`src/inc/ptb_pkg.sv`:
```
/*
 * Constants for the PWM time base: register map, field layout, modes and
 * prescale codes.
 * Assumes a 32-bit Avalon-MM register port, one register per aligned word.
 */
package ptb_pkg;
    // ------------------------------------------------------------------
    // Register byte addresses (word aligned).
    // ------------------------------------------------------------------
    localparam logic [3:0] ADDR_CTRL_A     = 4'h0;
    localparam logic [3:0] ADDR_CTRL_B     = 4'h4;
    localparam logic [3:0] ADDR_COUNT      = 4'h8;
    localparam logic [3:0] ADDR_PERIOD_LOW = 4'hc;
    localparam logic [3:0] ADDR_PERIOD_HIGH = 4'h0;
    localparam logic [1:0] PAGE_LOW        = 2'h0;
    localparam logic [1:0] PAGE_HIGH       = 2'h1;

    // ------------------------------------------------------------------
    // Field layout.
    // ------------------------------------------------------------------
    localparam int MODE_LSB   = 0;
    localparam int PRESC_LSB  = 2;
    localparam int POSTS_LSB  = 4;
    localparam int ON_BIT     = 7;
    localparam int DIR_BIT    = 6;
    localparam int CNT_W      = 12;
    localparam int HIGH_W     = 4;

    localparam logic [7:0]  CTRL_RESET   = 8'h00;
    localparam logic [11:0] COUNT_ZERO   = 12'h000;
    localparam logic [11:0] PERIOD_RESET = 12'h000;
    localparam logic [5:0]  PRE_ZERO     = 6'h00;
    localparam logic [3:0]  POST_ZERO    = 4'h0;

    // ------------------------------------------------------------------
    // Modes and prescale terminal counts.
    // ------------------------------------------------------------------
    typedef enum logic [1:0] {
        PTB_FREE   = 2'b00,
        PTB_SINGLE = 2'b01,
        PTB_UPDN   = 2'b10,
        PTB_UPDN2  = 2'b11
    } ptb_mode_t;

    localparam logic [5:0] PRE_TC_1  = 6'h00;
    localparam logic [5:0] PRE_TC_4  = 6'h03;
    localparam logic [5:0] PRE_TC_16 = 6'h0f;
    localparam logic [5:0] PRE_TC_64 = 6'h3f;
endpackage : ptb_pkg

```
`src/ptb_timebase.sv`:
```
/*
 * PWM time base: 12-bit counter with prescaler, double-buffered period,
 * four count modes, direction flag and postscaled interrupt event.
 * Assumes mclk is the instruction clock (oscillator over four) and an
 * Avalon-MM master that holds each request until waitrequest is low.
 */
// Chosen here: the Avalon-MM slave port and the register offsets.
//
// Overview of operation
// - Free-running: count to period, wrap to zero
// - Single-shot: wrap at match, clear enable
// - Up/down: after period match count down
// - Read-only direction flag, one when down
// - Up/down modes: compare outputs inactive until first down-count
// - Input clock prescaled 1, 4, 16, 64
// - Prescaler cleared on count/control write, reset
// - Control writes never alter the count
// - Four-bit postscaler 1:1..1:16 before interrupt
// - Postscaler cleared on count/control write, reset
// - Free-running event at each period match
// - Single-shot one event, postscaler ignored
// - Up/down event when zero, upward begins
// - Double-update event at zero and at period
// - Period is 12 bits from two bytes
// - Edge modes load period on wrap to zero
// - Up/down modes load period at count zero
// - Disabled time base copies buffer continuously
// - Edge period is (period+1) times prescale
// - Up/down period is 2*period times prescale
// - Clearing enable does not clear count
`timescale 1ns/10ps
module ptb_timebase (
    // Clock and reset
    input  wire logic        mclk,
    input  wire logic        resetn,
    // Avalon-MM register port
    input  wire logic [3:0]  avs_address,
    input  wire logic        avs_read,
    input  wire logic        avs_write,
    input  wire logic [31:0] avs_writedata,
    input  wire logic [3:0]  avs_byteenable,
    output logic      [31:0] avs_readdata,
    output logic             avs_waitrequest,
    // Time base outputs to the compare units
    output logic      [11:0] timebase_count,
    output logic             count_dir_flag,
    output logic             compare_allow,
    output logic             tick,
    output logic             timebase_event
);
    // ------------------------------------------------------------------
    // State.
    // ------------------------------------------------------------------
    typedef struct packed {
        logic [3:0]  match_postscale_sel;
        logic [1:0]  input_prescale_sel;
        logic [1:0]  timebase_mode_sel;
        logic        timebase_on;
        logic        dir;
        logic        allow;
        logic [11:0] count;
        logic [11:0] period_buf;
        logic [11:0] period_value;
        logic [5:0]  pre;
        logic [3:0]  post;
        logic        event_q;
        logic        tick_q;
        logic        ack;
        logic [31:0] rdata;
        logic        page;
    } ptb_state_t;

    ptb_state_t st;
    ptb_state_t next_st;

    logic [5:0] pre_tc;
    logic       tick_now;
    logic       wr_ctrl;
    logic       wr_count;
    logic       hit;
    logic       post_hit;
    logic [7:0] ctrl_a;
    logic [7:0] ctrl_b;

    // Prescale terminal count.
    always_comb begin
        unique case (st.input_prescale_sel)
            2'b00: pre_tc = ptb_pkg::PRE_TC_1;
            2'b01: pre_tc = ptb_pkg::PRE_TC_4;
            2'b10: pre_tc = ptb_pkg::PRE_TC_16;
            2'b11: pre_tc = ptb_pkg::PRE_TC_64;
        endcase
    end

    assign ctrl_a = {st.match_postscale_sel, st.input_prescale_sel, st.timebase_mode_sel};
    assign ctrl_b = {st.timebase_on, st.dir, 6'h00};

    // ------------------------------------------------------------------
    // Next state.
    // ------------------------------------------------------------------
    always_comb begin
        next_st = st;
        next_st.event_q = 1'b0;
        next_st.tick_q = 1'b0;
        hit = 1'b0;
        post_hit = 1'b0;
        // One wait state: request taken when ack is low, answered next cycle.
        next_st.ack = (avs_read | avs_write) & ~st.ack;
        wr_ctrl = 1'b0;
        wr_count = 1'b0;
        tick_now = st.timebase_on && (st.pre == pre_tc);

        if (st.timebase_on) begin
            next_st.pre = tick_now ? ptb_pkg::PRE_ZERO : st.pre + 6'h01;
        end

        if (tick_now) begin
            next_st.tick_q = 1'b1;
            unique case (st.timebase_mode_sel)
                ptb_pkg::PTB_FREE, ptb_pkg::PTB_SINGLE: begin
                    if (st.count == st.period_value) begin
                        next_st.count = ptb_pkg::COUNT_ZERO;
                        next_st.period_value = st.period_buf;
                        hit = 1'b1;
                        if (st.timebase_mode_sel == ptb_pkg::PTB_SINGLE) begin
                            next_st.timebase_on = 1'b0;
                            next_st.event_q = 1'b1;
                        end else begin
                            post_hit = 1'b1;
                        end
                    end else begin
                        next_st.count = st.count + 12'h001;
                    end
                end
                ptb_pkg::PTB_UPDN, ptb_pkg::PTB_UPDN2: begin
                    if (st.count == ptb_pkg::COUNT_ZERO) begin
                        next_st.period_value = st.period_buf;
                    end
                    if (!st.dir && st.count >= st.period_value) begin
                        next_st.dir = 1'b1;
                        next_st.allow = 1'b1;
                        next_st.count = st.count - 12'h001;
                        if (st.timebase_mode_sel == ptb_pkg::PTB_UPDN2) begin
                            post_hit = 1'b1;
                        end
                    end else if (st.dir && st.count == 12'h001) begin
                        next_st.count = st.count - 12'h001;
                    end else if (st.dir && st.count == ptb_pkg::COUNT_ZERO) begin
                        next_st.dir = 1'b0;
                        next_st.count = st.count + 12'h001;
                        post_hit = 1'b1;
                    end else begin
                        next_st.count = st.dir ? st.count - 12'h001 : st.count + 12'h001;
                    end
                end
            endcase
        end

        if (post_hit) begin
            if (st.post == st.match_postscale_sel) begin
                next_st.post = ptb_pkg::POST_ZERO;
                next_st.event_q = 1'b1;
            end else begin
                next_st.post = st.post + 4'h1;
            end
        end

        if (!st.timebase_on) begin
            next_st.period_value = st.period_buf;
        end

        // Register writes, taken at the first edge of the request.
        if (avs_write && !st.ack) begin
            unique case (avs_address)
                ptb_pkg::ADDR_CTRL_A: begin
                    if (avs_byteenable[0]) begin
                        next_st.timebase_mode_sel = avs_writedata[1:0];
                        next_st.input_prescale_sel = avs_writedata[3:2];
                        next_st.match_postscale_sel = avs_writedata[7:4];
                        next_st.page = avs_writedata[8];
                        wr_ctrl = 1'b1;
                    end
                end
                ptb_pkg::ADDR_CTRL_B: begin
                    if (avs_byteenable[0]) begin
                        next_st.timebase_on = avs_writedata[ptb_pkg::ON_BIT];
                        wr_ctrl = 1'b1;
                        // In up/down modes the first period after enable starts with outputs held.
                        if (avs_writedata[ptb_pkg::ON_BIT] && !st.timebase_on) begin
                            next_st.allow = ~st.timebase_mode_sel[1];
                        end
                    end
                end
                ptb_pkg::ADDR_COUNT: begin
                    if (avs_byteenable[0]) begin
                        next_st.count[7:0] = avs_writedata[7:0];
                    end
                    if (avs_byteenable[1]) begin
                        next_st.count[11:8] = avs_writedata[11:8];
                    end
                    wr_count = |avs_byteenable[1:0];
                end
                ptb_pkg::ADDR_PERIOD_LOW: begin
                    if (avs_byteenable[0]) begin
                        next_st.period_buf[7:0] = avs_writedata[7:0];
                    end
                    if (avs_byteenable[1]) begin
                        next_st.period_buf[11:8] = avs_writedata[11:8];
                    end
                end
                default: begin
                end
            endcase
        end

        // Hardware clear of enable in single-shot mode wins over a
        // same-cycle write only when the write does not target control B.
        if (wr_ctrl || wr_count) begin
            next_st.pre = ptb_pkg::PRE_ZERO;
            next_st.post = ptb_pkg::POST_ZERO;
        end
        if (wr_ctrl) begin
            next_st.count = st.count;
            next_st.dir = st.dir;
        end

        next_st.rdata = 32'h0;
        if (avs_read && !st.ack) begin
            unique case (avs_address)
                ptb_pkg::ADDR_CTRL_A: next_st.rdata = {24'h0, ctrl_a};
                ptb_pkg::ADDR_CTRL_B: next_st.rdata = {24'h0, ctrl_b};
                ptb_pkg::ADDR_COUNT: next_st.rdata = {20'h0, st.count};
                ptb_pkg::ADDR_PERIOD_LOW: next_st.rdata = {20'h0, st.period_buf};
                default: next_st.rdata = 32'h0;
            endcase
        end
    end

    always_ff @(posedge mclk or negedge resetn) begin
        if (!resetn) begin
            st <= '0;
        end else begin
            st <= next_st;
        end
    end

    // ------------------------------------------------------------------
    // Outputs.
    // ------------------------------------------------------------------
    assign avs_waitrequest = (avs_read | avs_write) & ~st.ack;
    assign avs_readdata    = st.rdata;
    assign timebase_count  = st.count;
    assign count_dir_flag  = st.dir;
    assign compare_allow   = st.allow;
    assign tick            = st.tick_q;
    assign timebase_event  = st.event_q;

    // ------------------------------------------------------------------
    // Checks.
    // ------------------------------------------------------------------
    free_wrap_a: assert property (@(posedge mclk) disable iff (!resetn)
        tick_now && st.timebase_mode_sel == 2'b00 && st.count == st.period_value
        && !avs_write |=> st.count == 12'h000) else $error("free wrap");
    single_stop_a: assert property (@(posedge mclk) disable iff (!resetn)
        tick_now && st.timebase_mode_sel == 2'b01 && st.count == st.period_value
        && !avs_write |=> !st.timebase_on && timebase_event) else $error("single stop");
    turn_down_a: assert property (@(posedge mclk) disable iff (!resetn)
        tick_now && st.timebase_mode_sel[1] && !st.dir && st.count == st.period_value
        && !avs_write |=> count_dir_flag) else $error("turn down");
    hold_off_a: assert property (@(posedge mclk) disable iff (!resetn)
        !st.timebase_on && !avs_write |=> $stable(st.count) && !timebase_event)
        else $error("hold off");
    ctrl_keep_a: assert property (@(posedge mclk) disable iff (!resetn)
        wr_ctrl |=> $stable(st.count) && st.pre == 6'h00) else $error("ctrl keep");
    copy_off_a: assert property (@(posedge mclk) disable iff (!resetn)
        !st.timebase_on |=> st.period_value == $past(st.period_buf)) else $error("copy off");
    pre_tick_a: assert property (@(posedge mclk) disable iff (!resetn)
        tick_now |=> tick && st.pre == 6'h00) else $error("pre tick");
    post_clear_a: assert property (@(posedge mclk) disable iff (!resetn)
        wr_count |=> st.post == 4'h0) else $error("post clear");

    // ------------------------------------------------------------------
    // Bus checks.
    // ------------------------------------------------------------------
    one_wait_a: assert property (@(posedge mclk) disable iff (!resetn)
        (avs_read || avs_write) && !st.ack
        |=> !avs_waitrequest)
        else $error("one wait");

    count_read_a: assert property (@(posedge mclk) disable iff (!resetn)
        avs_read && !st.ack && avs_address == ptb_pkg::ADDR_COUNT
        |=> avs_readdata == {20'h0, $past(st.count)})
        else $error("count read");

    dir_read_a: assert property (@(posedge mclk) disable iff (!resetn)
        avs_read && !st.ack && avs_address == ptb_pkg::ADDR_CTRL_B
        |=> avs_readdata[ptb_pkg::DIR_BIT] == $past(st.dir))
        else $error("dir read");

    // ------------------------------------------------------------------
    // Counter checks.
    // ------------------------------------------------------------------
    free_step_a: assert property (@(posedge mclk) disable iff (!resetn)
        tick_now && st.timebase_mode_sel == ptb_pkg::PTB_FREE
        && st.count != st.period_value && !avs_write
        |=> st.count == $past(st.count) + 12'h001)
        else $error("free step");

    up_step_a: assert property (@(posedge mclk) disable iff (!resetn)
        tick_now && st.timebase_mode_sel[1] && !st.dir
        && st.count < st.period_value && !avs_write
        |=> st.count == $past(st.count) + 12'h001 && !count_dir_flag)
        else $error("up step");

    down_step_a: assert property (@(posedge mclk) disable iff (!resetn)
        tick_now && st.timebase_mode_sel[1] && st.dir
        && st.count != 12'h000 && !avs_write
        |=> st.count == $past(st.count) - 12'h001 && count_dir_flag)
        else $error("down step");

    zero_turn_a: assert property (@(posedge mclk) disable iff (!resetn)
        tick_now && st.timebase_mode_sel[1] && st.dir
        && st.count == 12'h000 && !avs_write
        |=> st.count == 12'h001 && !count_dir_flag)
        else $error("zero turn");

    allow_late_a: assert property (@(posedge mclk) disable iff (!resetn)
        $rose(compare_allow) && st.timebase_mode_sel[1]
        |-> count_dir_flag)
        else $error("allow late");

    // ------------------------------------------------------------------
    // Event checks.
    // ------------------------------------------------------------------
    free_event_a: assert property (@(posedge mclk) disable iff (!resetn)
        tick_now && st.timebase_mode_sel == ptb_pkg::PTB_FREE
        && st.count == st.period_value && st.post == st.match_postscale_sel
        |=> timebase_event)
        else $error("free event");

    single_once_a: assert property (@(posedge mclk) disable iff (!resetn)
        timebase_event && st.timebase_mode_sel == ptb_pkg::PTB_SINGLE
        && !$past(avs_write)
        |-> !st.timebase_on)
        else $error("single once");

    updn_event_a: assert property (@(posedge mclk) disable iff (!resetn)
        tick_now && st.timebase_mode_sel == ptb_pkg::PTB_UPDN && st.dir
        && st.count == 12'h000 && st.post == st.match_postscale_sel
        |=> timebase_event)
        else $error("updn event");

    double_top_a: assert property (@(posedge mclk) disable iff (!resetn)
        tick_now && st.timebase_mode_sel == ptb_pkg::PTB_UPDN2 && !st.dir
        && st.count >= st.period_value && st.post == st.match_postscale_sel
        |=> timebase_event)
        else $error("double top");

    event_tick_a: assert property (@(posedge mclk) disable iff (!resetn)
        timebase_event
        |-> $past(tick_now))
        else $error("event tick");

    // ------------------------------------------------------------------
    // Buffer, prescale and postscale checks.
    // ------------------------------------------------------------------
    free_load_a: assert property (@(posedge mclk) disable iff (!resetn)
        tick_now && !st.timebase_mode_sel[1] && st.count == st.period_value
        |=> st.period_value == $past(st.period_buf))
        else $error("free load");

    updn_load_a: assert property (@(posedge mclk) disable iff (!resetn)
        tick_now && st.timebase_mode_sel[1] && st.count == 12'h000
        |=> st.period_value == $past(st.period_buf))
        else $error("updn load");

    pre_count_a: assert property (@(posedge mclk) disable iff (!resetn)
        wr_count
        |=> st.pre == 6'h00)
        else $error("pre count");

    post_ctrl_a: assert property (@(posedge mclk) disable iff (!resetn)
        wr_ctrl
        |=> st.post == 4'h0)
        else $error("post ctrl");
endmodule : ptb_timebase

```
`config.mk`:
```
export PLATFORM = sky130hd
export DESIGN_NAME = ptb_timebase
export DESIGN_NICKNAME = d
export VERILOG_FILES = /design/src/inc/ptb_pkg.sv /design/src/ptb_timebase.sv
export SDC_FILE = /design/constraint.sdc
export NUM_CORES = 1
export LEC_CHECK = 0
export CAP_MARGIN = 0
export CORE_MARGIN = 4
export CORE_UTILIZATION = 58
export DETAILED_ROUTE_END_ITERATION = 10
export DONT_BUFFER_PORTS = 1
export GPL_TIMING_DRIVEN = 0
export MAX_ROUTING_LAYER = met4
export PLACE_DENSITY_LB_ADDON = 0.15
export SLEW_MARGIN = 30
export SYNTH_ARGS = -nofsm -noshare
export SYNTH_HDL_FRONTEND = slang
export SYNTH_SLANG_ARGS = --single-unit
```
`constraint.sdc`:
```
create_clock -name mclk -period 2.7 [get_ports mclk]
set_input_delay 0.54 -clock mclk [delete_from_list [all_inputs] [get_ports mclk]]
set_output_delay 0.54 -clock mclk [all_outputs]
set_load 0.005 [all_outputs]
```
==> impl_metrics.env, run 1 <==
export IMPL_wire_per_inst_um=18.71
export IMPL_drc=0
export IMPL_start_util_pct=59.91
export IMPL_via_per_inst=6.005
export IMPL_die_h_um=97.57
export IMPL_rsz0062_at_grt="yes"
export IMPL_clock_latency_ns=0.35
export IMPL_ys_flop_type="dfrtp_1"
export IMPL_layout_nets=603
export IMPL_track_usage_pct=26.49
export IMPL_numCtsBuffers=9
export IMPL_syn_area_um2=4653
export IMPL_drtIter0Drc=320
export IMPL_grt_max_degree=73
export IMPL_grt_pass1_vias=3737
export IMPL_cp_max_fo=10
export IMPL_worstSetupEndpointType="flop"
export IMPL_cts_max_level=3
export IMPL_power_density_nw_per_um2=814.4
export IMPL_hpwl_um=8954
export IMPL_design_die_area_um2=9520
export IMPL_synth_edff_count=0
export IMPL_finalSetupViolCount=0
export IMPL_drive_above_1_share_pct=23.44
export IMPL_hold_path_class="in -> async"
export IMPL_ant_nets=0
export IMPL_io_pins=93
export IMPL_slew_violations=0
export IMPL_area_growth_pct=13.39
export IMPL_cp_arrival_ns=2.92
export IMPL_grt_pass1_wl_um=19470
export IMPL_max_cap_violations=0
export IMPL_ys_seq_area_share_pct=38.72
export IMPL_clockBufferDepth=2
export IMPL_fin_crit_sh_pct=98.76
export IMPL_core_um2=7767
export IMPL_critPathKind="reg -> reg"
export IMPL_die_width_um=97.57
export IMPL_syn_inst=502
export IMPL_synth_area_leaders="dfrtp_1 39%, buf_4 7.1%, mux2_2 5.8%"
export IMPL_slew_limit_headroom_pct=45.10
export IMPL_place_gp_congestion=0.9828
export IMPL_fin_crit_ns=2.667
export IMPL_clock_sinks=72
export IMPL_max_freq_mhz=375.0
export IMPL_first_pass_iters=5
export IMPL_synth_avg_cell_area_um2=9.269
export IMPL_ys_warn_count=0
export IMPL_overflow=0
export IMPL_rows=32
export IMPL_n_antenna_cell=0
export IMPL_cp_slowest_cell="dfrtp_1"
export IMPL_ys_async_sr_fraction_pct=100.0
export IMPL_hold_violations=0
export IMPL_ir_drop_uv=329.8
export IMPL_post_dp_cell_area_um2=4857
export IMPL_root_buffer="clkbuf_8"
export IMPL_run_status="finished, final reports clean"
export IMPL_stdcell_area_um2=5276
export IMPL_path_cells="ha_1, nand4_1, or2_4, o31ai_4, o311a_1, buf_6, buf_6, mux2i_2, xnor2_1, o31ai_1"
export IMPL_vias=3891
export IMPL_worst_pin_slew_ns=0.8161
export IMPL_clkTransAtPathRegs_ns=0.09
export IMPL_cpPeakStageDelay_ns=0.44
export IMPL_portBuffers=0
export IMPL_fin_worst_skew_ns=0.007202
export IMPL_p_leak_nw=2.401
export IMPL_crit_required_ns=2.95
export IMPL_synthDominantCellAreaShare_pct=38.72
export IMPL_ys_types=64
export IMPL_routed_wl_um=12130
export IMPL_cp_common_cell="buf_6"
export IMPL_antenna_found_initial=0
export IMPL_tns_ns=0
export IMPL_start_kind="flop"
export IMPL_yosys_area_top_type="dfrtp_1"
export IMPL_cts_tree="done"
export IMPL_synth_seq_cells=72
## flip-flops by register name, summed over array words and instances, names as in the netlist
| name | flops |
|---|---|
| compare_allow | 1 |
| count_dir_flag | 1 |
| avs_readdata | 12 |
| ctrl_b | 1 |
| tick | 1 |
| st | 35 |
| timebase_event | 1 |
| ctrl_a | 8 |
| timebase_count | 12 |
## power breakdown
| part | switching, mW | internal [mW] | total, mW |
|---|---|---|---|
| Sequential | 0.247 | 1.30 | 1.54 |
| Combinational | 1.01 | 0.827 | 1.84 |
| Clock | 0.453 | 0.465 | 0.918 |
| Total | 1.71 | 2.59 | 4.30 |
## through the flow
| step | cells | worst slack [ns] | power (mW) | hold WS, ns | utilization [%] |
|---|---|---|---|---|---|
| after floorplan | 521 | 0.02002 | 2.736 | 0.2444 | - |
| after global placement | 623 | -0.2931 | 3.080 | 0.2465 | 62.47 |
| after detailed placement | 623 | -0.3103 | 3.131 | 0.2465 | 62.53 |
| after CTS | 643 | 0.02103 | 4.155 | 0.07056 | 66.09 |
| after global routing | 648 | -0.06982 | 4.573 | 0.06065 | 67.93 |
| final | 648 | 0.03344 | 4.297 | 0.05935 | 67.93 |
## worst max-delay path: cells and delay by family (launching register included)
family / cells / cell delay, ns
and+or+nand+nor: 2 / 0.44
adders and majority gates: 1 / 0.30
muxes: 1 / 0.23
DFF: 1 / 0.44
AOI/OAI and AO/OA: 3 / 0.80
xor gates and xnor gates: 1 / 0.09
buffers and inverters: 2 / 0.26
## cell usage in the layout, fill, tap and decap left out, types with 4 or more instances in the layout
cell / instances
ha_1: 15
nor3_1: 8
nor4_1: 5
xnor2_1: 7
and3_1: 9
inv_1: 18
conb_1: 20
nand3_1: 17
nor3b_1: 5
nand4_1: 9
xor2_1: 7
o22ai_1: 8
clkbuf_1: 16
buf_4: 51
nor2b_1: 4
or3_1: 4
nand2_1: 38
a21oi_1: 33
nor2_1: 43
clkbuf_8: 10
mux2_2: 22
dfrtp_1: 69
nand3b_1: 5
mux2i_1: 16
o21ai_0: 24
o2111ai_1: 4
## cells in the mapped netlist (3+ instances only)
cell type,instances
nor2_1,43
mux2_2,24
nor4_1,5
mux2i_1,18
nand4_1,9
nand2_1,38
nor3_1,9
a21oi_1,33
nor2b_1,4
inv_1,19
o22ai_1,9
or2_2,3
or3_1,4
nor3b_1,5
xnor2_1,7
o21ai_0,24
and3_1,9
dfrtp_1,72
nand2b_1,3
nand3b_1,5
buf_2,3
buf_4,44
o21a_1,3
ha_1,18
nand3_1,17
o2111ai_1,4
clkbuf_1,18
xor2_1,7
## repair_timing
item                       in CTS  in global routing
setup endpoints to repair      23                 22
hold endpoints to repair       72                  0
pin swaps                       2                  5
gates cloned                    0                  0
buffers inserted                3                  5
hold buffers                    1                  0
resized for setup               7                 18
## path summary, 6_finish.rpt
| path | startpoint | end | depth (start not counted) | slack, ns |
|---|---|---|---|---|
| setup / recovery | timebase_count[8] | timebase_count[11] | 10 | 0.03 |
| hold / removal | resetn | avs_readdata[11] | 1 | 0.06 |
| setup reg to reg | timebase_count[8] | timebase_count[11] | 10 | 0.03 |
| hold reg to reg | st[64] | st[52] | 2 | 0.54 |
| max in group asynchronous | resetn | timebase_count[1] | 1 | 2.31 |
| min in group mclk | avs_writedata[3] | timebase_count[3] | 2 | 0.31 |
## cell type report
type	instances	area, um2
clock buffer	10	137.6
timing repair buffer	9	91.34
inverter	19	73.82
multi-input combinational	362	2530
buffer	68	436.7
sequential	72	1805
tap	102	127.6
clock inverter	6	73.82
fill	629	2491
## layer usage
| metal | share of wire, % | global-route usage (%) |
|---|---|---|
| met1 | 42 | 34.47 |
| met2 | 47 | 40.17 |
| met3 | 8.5 | 7.322 |
| met4 | 2.7 | 8.839 |
| met5 | 0 | - |
## kinds of logic (layout without fill, tap and decap cells)
| kind of cell | after synthesis | count (layout) | share of synthesized area (%) |
|---|---|---|---|
| flops | 72 | 72 | 38.72 |
| compound gates | 101 | 101 | 14.12 |
| mux | 44 | 44 | 10.65 |
| other cells | 1 | 20 | 0.08059 |
| xor+xnor | 14 | 14 | 2.635 |
| buf+inv | 87 | 112 | 10.81 |
| simple gates | 165 | 165 | 18.15 |
| fa+ha+maj | 18 | 18 | 4.840 |
Note: power is estimated with default switching activity, not from simulation.
==> run 2: changes to the inputs <==
Settings changed: MAX_ROUTING_LAYER met4 to not set.
==> run 2 against run 1 <==
  * The run now ends with setup timing left
  * Combinational power barely moved
  * Non-clock buffer count stayed put
  * Sequential power about the same
  * Sequential share of layout area grew 0.26 points
  * Hold slack got worse by 0.010 ns
  * Global-route usage decreased by 1.7 points
  * Sequential cell count unchanged
  * Final cell count unchanged
  * Die area stayed put
  * Cell area decreased by 0.69%
  * Total power fell by 1.1%
  * Setup slack worse by 0.050 ns
  * Highest routed layer unchanged
==> impl_metrics.env, run 2 (same netlist as run 1, synthesis figures left out) <==
export IMPL_start_util_pct=59.91
export IMPL_clockBufferDepth=2
export IMPL_design_die_area_um2=9520
export IMPL_finalWorstSetupSlack_ns=-0.01636
export IMPL_drtIter0Drc=305
export IMPL_fin_crit_ns=2.716
export IMPL_via_per_inst=5.983
export IMPL_drc=0
export IMPL_dp_cells=623
export IMPL_clkTransAtPathRegs_ns=0.09
export IMPL_hold_violations=0
export IMPL_grt_pass1_vias=3585
export IMPL_io_pins=93
export IMPL_path_delay_family="compound AO/OA/AOI/OAI gates"
export IMPL_finalPower_mw=4.251
export IMPL_numCtsBuffers=9
export IMPL_root_buffer="clkbuf_8"
export IMPL_slew_limit_headroom_pct=40.98
export IMPL_timing_hold_ws_ns=0.04891
export IMPL_grt_max_degree=73
export IMPL_failed_checks="setup timing"
export IMPL_fin_worst_skew_ns=0.01426
export IMPL_die_h_um=97.57
export IMPL_clock_latency_ns=0.35
export IMPL_cp_arrival_ns=2.95
export IMPL_cp_max_fo=5
export IMPL_cp_slowest_cell="dfrtp_1"
export IMPL_finalSetupViolCount=2
export IMPL_largest_register_ffs=35
export IMPL_worstSetupEndpointType="flop"
export IMPL_cpPeakStageDelay_ns=0.45
export IMPL_ir_drop_uv=347.4
export IMPL_top_register="st"
export IMPL_run_status="finished with violations"
export IMPL_slew_violations=0
export IMPL_rows=32
export IMPL_final_core_util_pct=67.46
export IMPL_path_cells="ha_4, nand4_1, or2_4, o31ai_4, o311a_1, buf_6, buf_4, mux2i_1, o211a_1, o21ai_0"
export IMPL_cts_max_level=3
export IMPL_worst_pin_slew_ns=0.8772
export IMPL_wire_per_inst_um=18.80
export IMPL_vias=3877
export IMPL_place_gp_congestion=0.9703
export IMPL_final_cell_mix="68 x dfrtp_1, 51 x buf_4, 43 x nor2_1"
export IMPL_clock_sinks=72
export IMPL_routed_wl_um=12180
export IMPL_tns_ns=-0.02242
export IMPL_die_width_um=97.57
export IMPL_power_density_nw_per_um2=811.2
export IMPL_drive_above_1_share_pct=23.44
export IMPL_n_antenna_cell=0
export IMPL_hold_path_class="in -> async"
export IMPL_ant_nets=0
export IMPL_fin_crit_sh_pct=100.6
export IMPL_rsz0062_at_grt="yes"
export IMPL_stdcell_area_um2=5240
export IMPL_overflow=0
export IMPL_max_freq_mhz=368.1
export IMPL_max_cap_violations=0
export IMPL_layout_commonest_cell="dfrtp_1"
export IMPL_portBuffers=0
export IMPL_fin_cells=648
export IMPL_track_usage_pct=24.83
export IMPL_first_pass_iters=5
export IMPL_start_kind="flop"
export IMPL_pre_cts_ws_ns=-0.2760
export IMPL_cts_tree="done"
export IMPL_grt_pass1_wl_um=18810
export IMPL_area_growth_pct=12.61
export IMPL_p_leak_nw=2.387
export IMPL_layout_nets=603
export IMPL_cp_num_buf_inv=2
export IMPL_post_dp_cell_area_um2=4857
export IMPL_critPathKind="reg -> reg"
export IMPL_crit_required_ns=2.93
export IMPL_hpwl_um=8834
export IMPL_antenna_found_initial=0
export IMPL_core_um2=7767
## run 2: layout make-up
class                   instances  area (um2)
fillers                       645        2527
multi-input cells             362        2505
flip-flops and latches         72        1807
plain buffers                  68       435.4
clock buffers                  10       137.6
well taps                     102       127.6
repair buffers                  9       85.08
inverters                      19       73.82
clock inverters                 6       68.82
## run 2: power by group
part | switching (mW) | total [mW] | internal (mW)
Combinational | 1.01 | 1.82 | 0.809
Sequential | 0.243 | 1.54 | 1.30
Clock | 0.433 | 0.888 | 0.455
## run 2: final timing paths
check,endpoint,slack [ns],depth (start not counted),startpoint
worst max-delay path,timebase_count[3],-0.02,10,timebase_count[9]
worst min-delay path,avs_readdata[9],0.05,1,resetn
min in group mclk,timebase_count[3],0.31,2,avs_writedata[3]
max in group asynchronous,timebase_count[11],2.30,1,resetn
worst max register to register,timebase_count[3],-0.02,10,timebase_count[9]
worst min register to register,st[47],0.53,2,st[59]
## run 2: routing by layer
metal | track usage [%] | share of wire [%] | up-vias
li1 | - | - | 1805
met1 | 34.10 | 42 | 1877
met2 | 37.95 | 47 | 170
met3 | 8.040 | 8.7 | 25
met4 | 6.603 | 1.8 | 0
met5 | 0 | 0 | -
## run 2: worst register-to-register path, stage by stage (launching register included)
cell and delay, ns:
dfrtp_1 0.45, ha_4 0.30, nand4_1 0.16, or2_4 0.31, o31ai_4 0.35, o311a_1 0.27, buf_6 0.14, buf_4 0.11
mux2i_1 0.26, o211a_1 0.17, o21ai_0 0.08
## run 2: repair_timing
| item | CTS | global route |
|---|---|---|
| gates cloned | 0 | 1 |
| endpoints found under the setup margin | 21 | 21 |
| hold endpoints to repair | 72 | 0 |
| pin swaps | 2 | 9 |
| resized for setup | 6 | 14 |
| hold buffers | 1 | 0 |
| setup buffers | 3 | 4 |
==> run 3: changes to the inputs <==
Settings changed: CORE_MARGIN 4 to not set.
==> run 3 against run 2 <==
  * The flow still finishes with violations (setup timing)
  * Wire length shrank 3.5%
  * Clock skew shrank 0.0039 ns
  * Die area shrank 12%
  * Clock-buffer cell count shrank 1
  * Sequential cell count is the same
  * Total power grew 4.1%
  * Cell area grew 0.62%
  * Sequential share of layout area shrank 0.24 points
  * Non-clock buffer count is the same
  * Register-to-register slack is essentially flat
  * Combinational power is essentially flat
  * Final cell count is the same
  * Critical path type unchanged
==> impl_metrics.env, run 3 (same netlist as run 1, synthesis figures left out) <==
export IMPL_ir_drop_uv=390.5
export IMPL_final_cell_mix="69 x dfrtp_1, 52 x buf_4, 43 x nor2_1"
export IMPL_area_growth_pct=13.31
export IMPL_vias=3899
export IMPL_worstSetupEndpointType="flop"
export IMPL_path_delay_family="compound AO/OA/AOI/OAI gates"
export IMPL_run_status="finished with violations"
export IMPL_worst_pin_slew_ns=0.7268
export IMPL_crit_required_ns=2.98
export IMPL_p_leak_nw=2.407
export IMPL_combPwrFrac_pct=40.6
export IMPL_numCtsBuffers=9
export IMPL_power_density_nw_per_um2=839.4
export IMPL_overflow=0
export IMPL_track_usage_pct=28.78
export IMPL_grt_pass1_vias=3593
export IMPL_place_gp_congestion=0.9033
export IMPL_finalSetupViolCount=1
export IMPL_drtIter0Drc=308
export IMPL_top_register="st"
export IMPL_grt_max_degree=73
export IMPL_cp_arrival_ns=2.98
export IMPL_cpPeakStageDelay_ns=0.46
export IMPL_hold_violations=0
export IMPL_clkPwrFrac_pct=24.6
export IMPL_hold_path_class="in -> async"
export IMPL_largest_register_ffs=35
export IMPL_cp_max_fo=8
export IMPL_slew_limit_headroom_pct=51.42
export IMPL_max_cap_violations=0
export IMPL_rows=32
export IMPL_start_kind="flop"
export IMPL_p_seq_share_pct=34.8
export IMPL_p_int_mw=2.725
export IMPL_via_per_inst=6.017
export IMPL_n_antenna_cell=0
export IMPL_power_share_switching_pct=38.44
export IMPL_layout_commonest_cell="dfrtp_1"
export IMPL_io_pins=93
export IMPL_design_die_area_um2=8385
export IMPL_die_h_um=91.57
export IMPL_slew_violations=0
export IMPL_grt_pass1_wl_um=18270
export IMPL_wire_per_inst_um=18.15
export IMPL_drc=0
export IMPL_fin_worst_skew_ns=0.01037
export IMPL_timing_hold_ws_ns=0.05447
export IMPL_portBuffers=0
export IMPL_routed_wl_um=11760
export IMPL_hpwl_um=8453
export IMPL_drive_above_1_share_pct=22.89
export IMPL_finalWorstSetupSlack_ns=-0.007777
export IMPL_clock_sinks=72
export IMPL_clockBufferDepth=2
export IMPL_clock_latency_ns=0.36
export IMPL_first_pass_iters=7
export IMPL_ant_nets=0
export IMPL_max_freq_mhz=369.3
export IMPL_root_buffer="clkbuf_8"
export IMPL_pre_cts_ws_ns=-0.3509
export IMPL_fin_crit_ns=2.708
export IMPL_die_width_um=91.57
export IMPL_p_switching_mw=1.701
export IMPL_fin_crit_sh_pct=100.3
export IMPL_critPathKind="reg -> reg"
export IMPL_path_cells="inv_4, ha_4, nand2b_4, a2111oi_4, o31ai_4, o311a_1, buf_6, or4_1, o211ai_1, o2bb2ai_1"
export IMPL_layout_nets=603
export IMPL_cp_num_buf_inv=2
export IMPL_clkTransAtPathRegs_ns=0.09
export IMPL_failed_checks="setup timing"
export IMPL_rsz0062_at_grt="yes"
export IMPL_cts_max_level=3
export IMPL_start_util_pct=60.22
export IMPL_antenna_found_initial=0
export IMPL_core_um2=7727
export IMPL_cp_slowest_cell="or4_1"
export IMPL_cts_tree="done"
-- run 3: power groups by stage --
stage	registers [mW]	logic [mW]	clock network, mW
2_1_floorplan	1.46	1.27	0
3_3_place_gp	1.55	1.51	0
3_5_place_dp	1.56	1.56	0
4_1_cts	1.52	1.69	1.09
5_1_grt	1.57	1.98	1.13
6_report	1.54	1.80	1.09
-- run 3: final cells by class --
type,instances,area [um2]
Multi-Input combinational cell,362,2492
Fill cell,604,2455
Sequential cell,72,1805
Buffer,68,434.2
Clock inverter,7,127.6
Tap cell,102,127.6
Clock buffer,9,123.9
Timing Repair Buffer,9,87.58
Inverter,19,73.82
-- run 3: worst paths after layout --
| path | start | end | slack [ns] | depth (start not counted) |
|---|---|---|---|---|
| setup / recovery | timebase_count[0] | timebase_count[5] | -0.008 | 10 |
| hold / removal | resetn | st[57] | 0.05 | 1 |
| setup reg to reg | timebase_count[0] | timebase_count[5] | -0.008 | 10 |
| hold reg to reg | st[33] | st[33] | 0.53 | 1 |
| max in group asynchronous | resetn | timebase_count[0] | 2.34 | 1 |
| min in group mclk | avs_writedata[3] | timebase_count[3] | 0.31 | 2 |
-- run 3: stage by stage --
step	cells	total power, mW	utilization [%]	setup TNS, ns	cell area (um2)
global route	648	4.685	68.23	-0.4106	5273
finish	648	4.426	68.23	-0.007777	5273
global placement	623	3.061	62.79	-2.930	4852
detailed placement	623	3.122	62.86	-3.981	4857
CTS	643	4.302	66.99	-0.003074	5176
floorplan	521	2.736	-	0	4725
-- run 3: layer usage --
layer / vias to the layer above / track usage, % / part of all wire (%)
met1: 1893 / 39.64 / 45
li1: 1807 / - / -
met4: 2 / 13.62 / 2.8
met3: 32 / 6.868 / 6.9
met5: - / 0 / 0.31
met2: 165 / 42.61 / 45
-- run 3: what timing repair did --
item                       CTS  global route
setup endpoints to repair   24            15
hold buffers                 1             0
gates resized for setup      8             6
pin swaps                    2             9
hold endpoints to repair    72             0
cloned                       0             0
buffers inserted             3             5
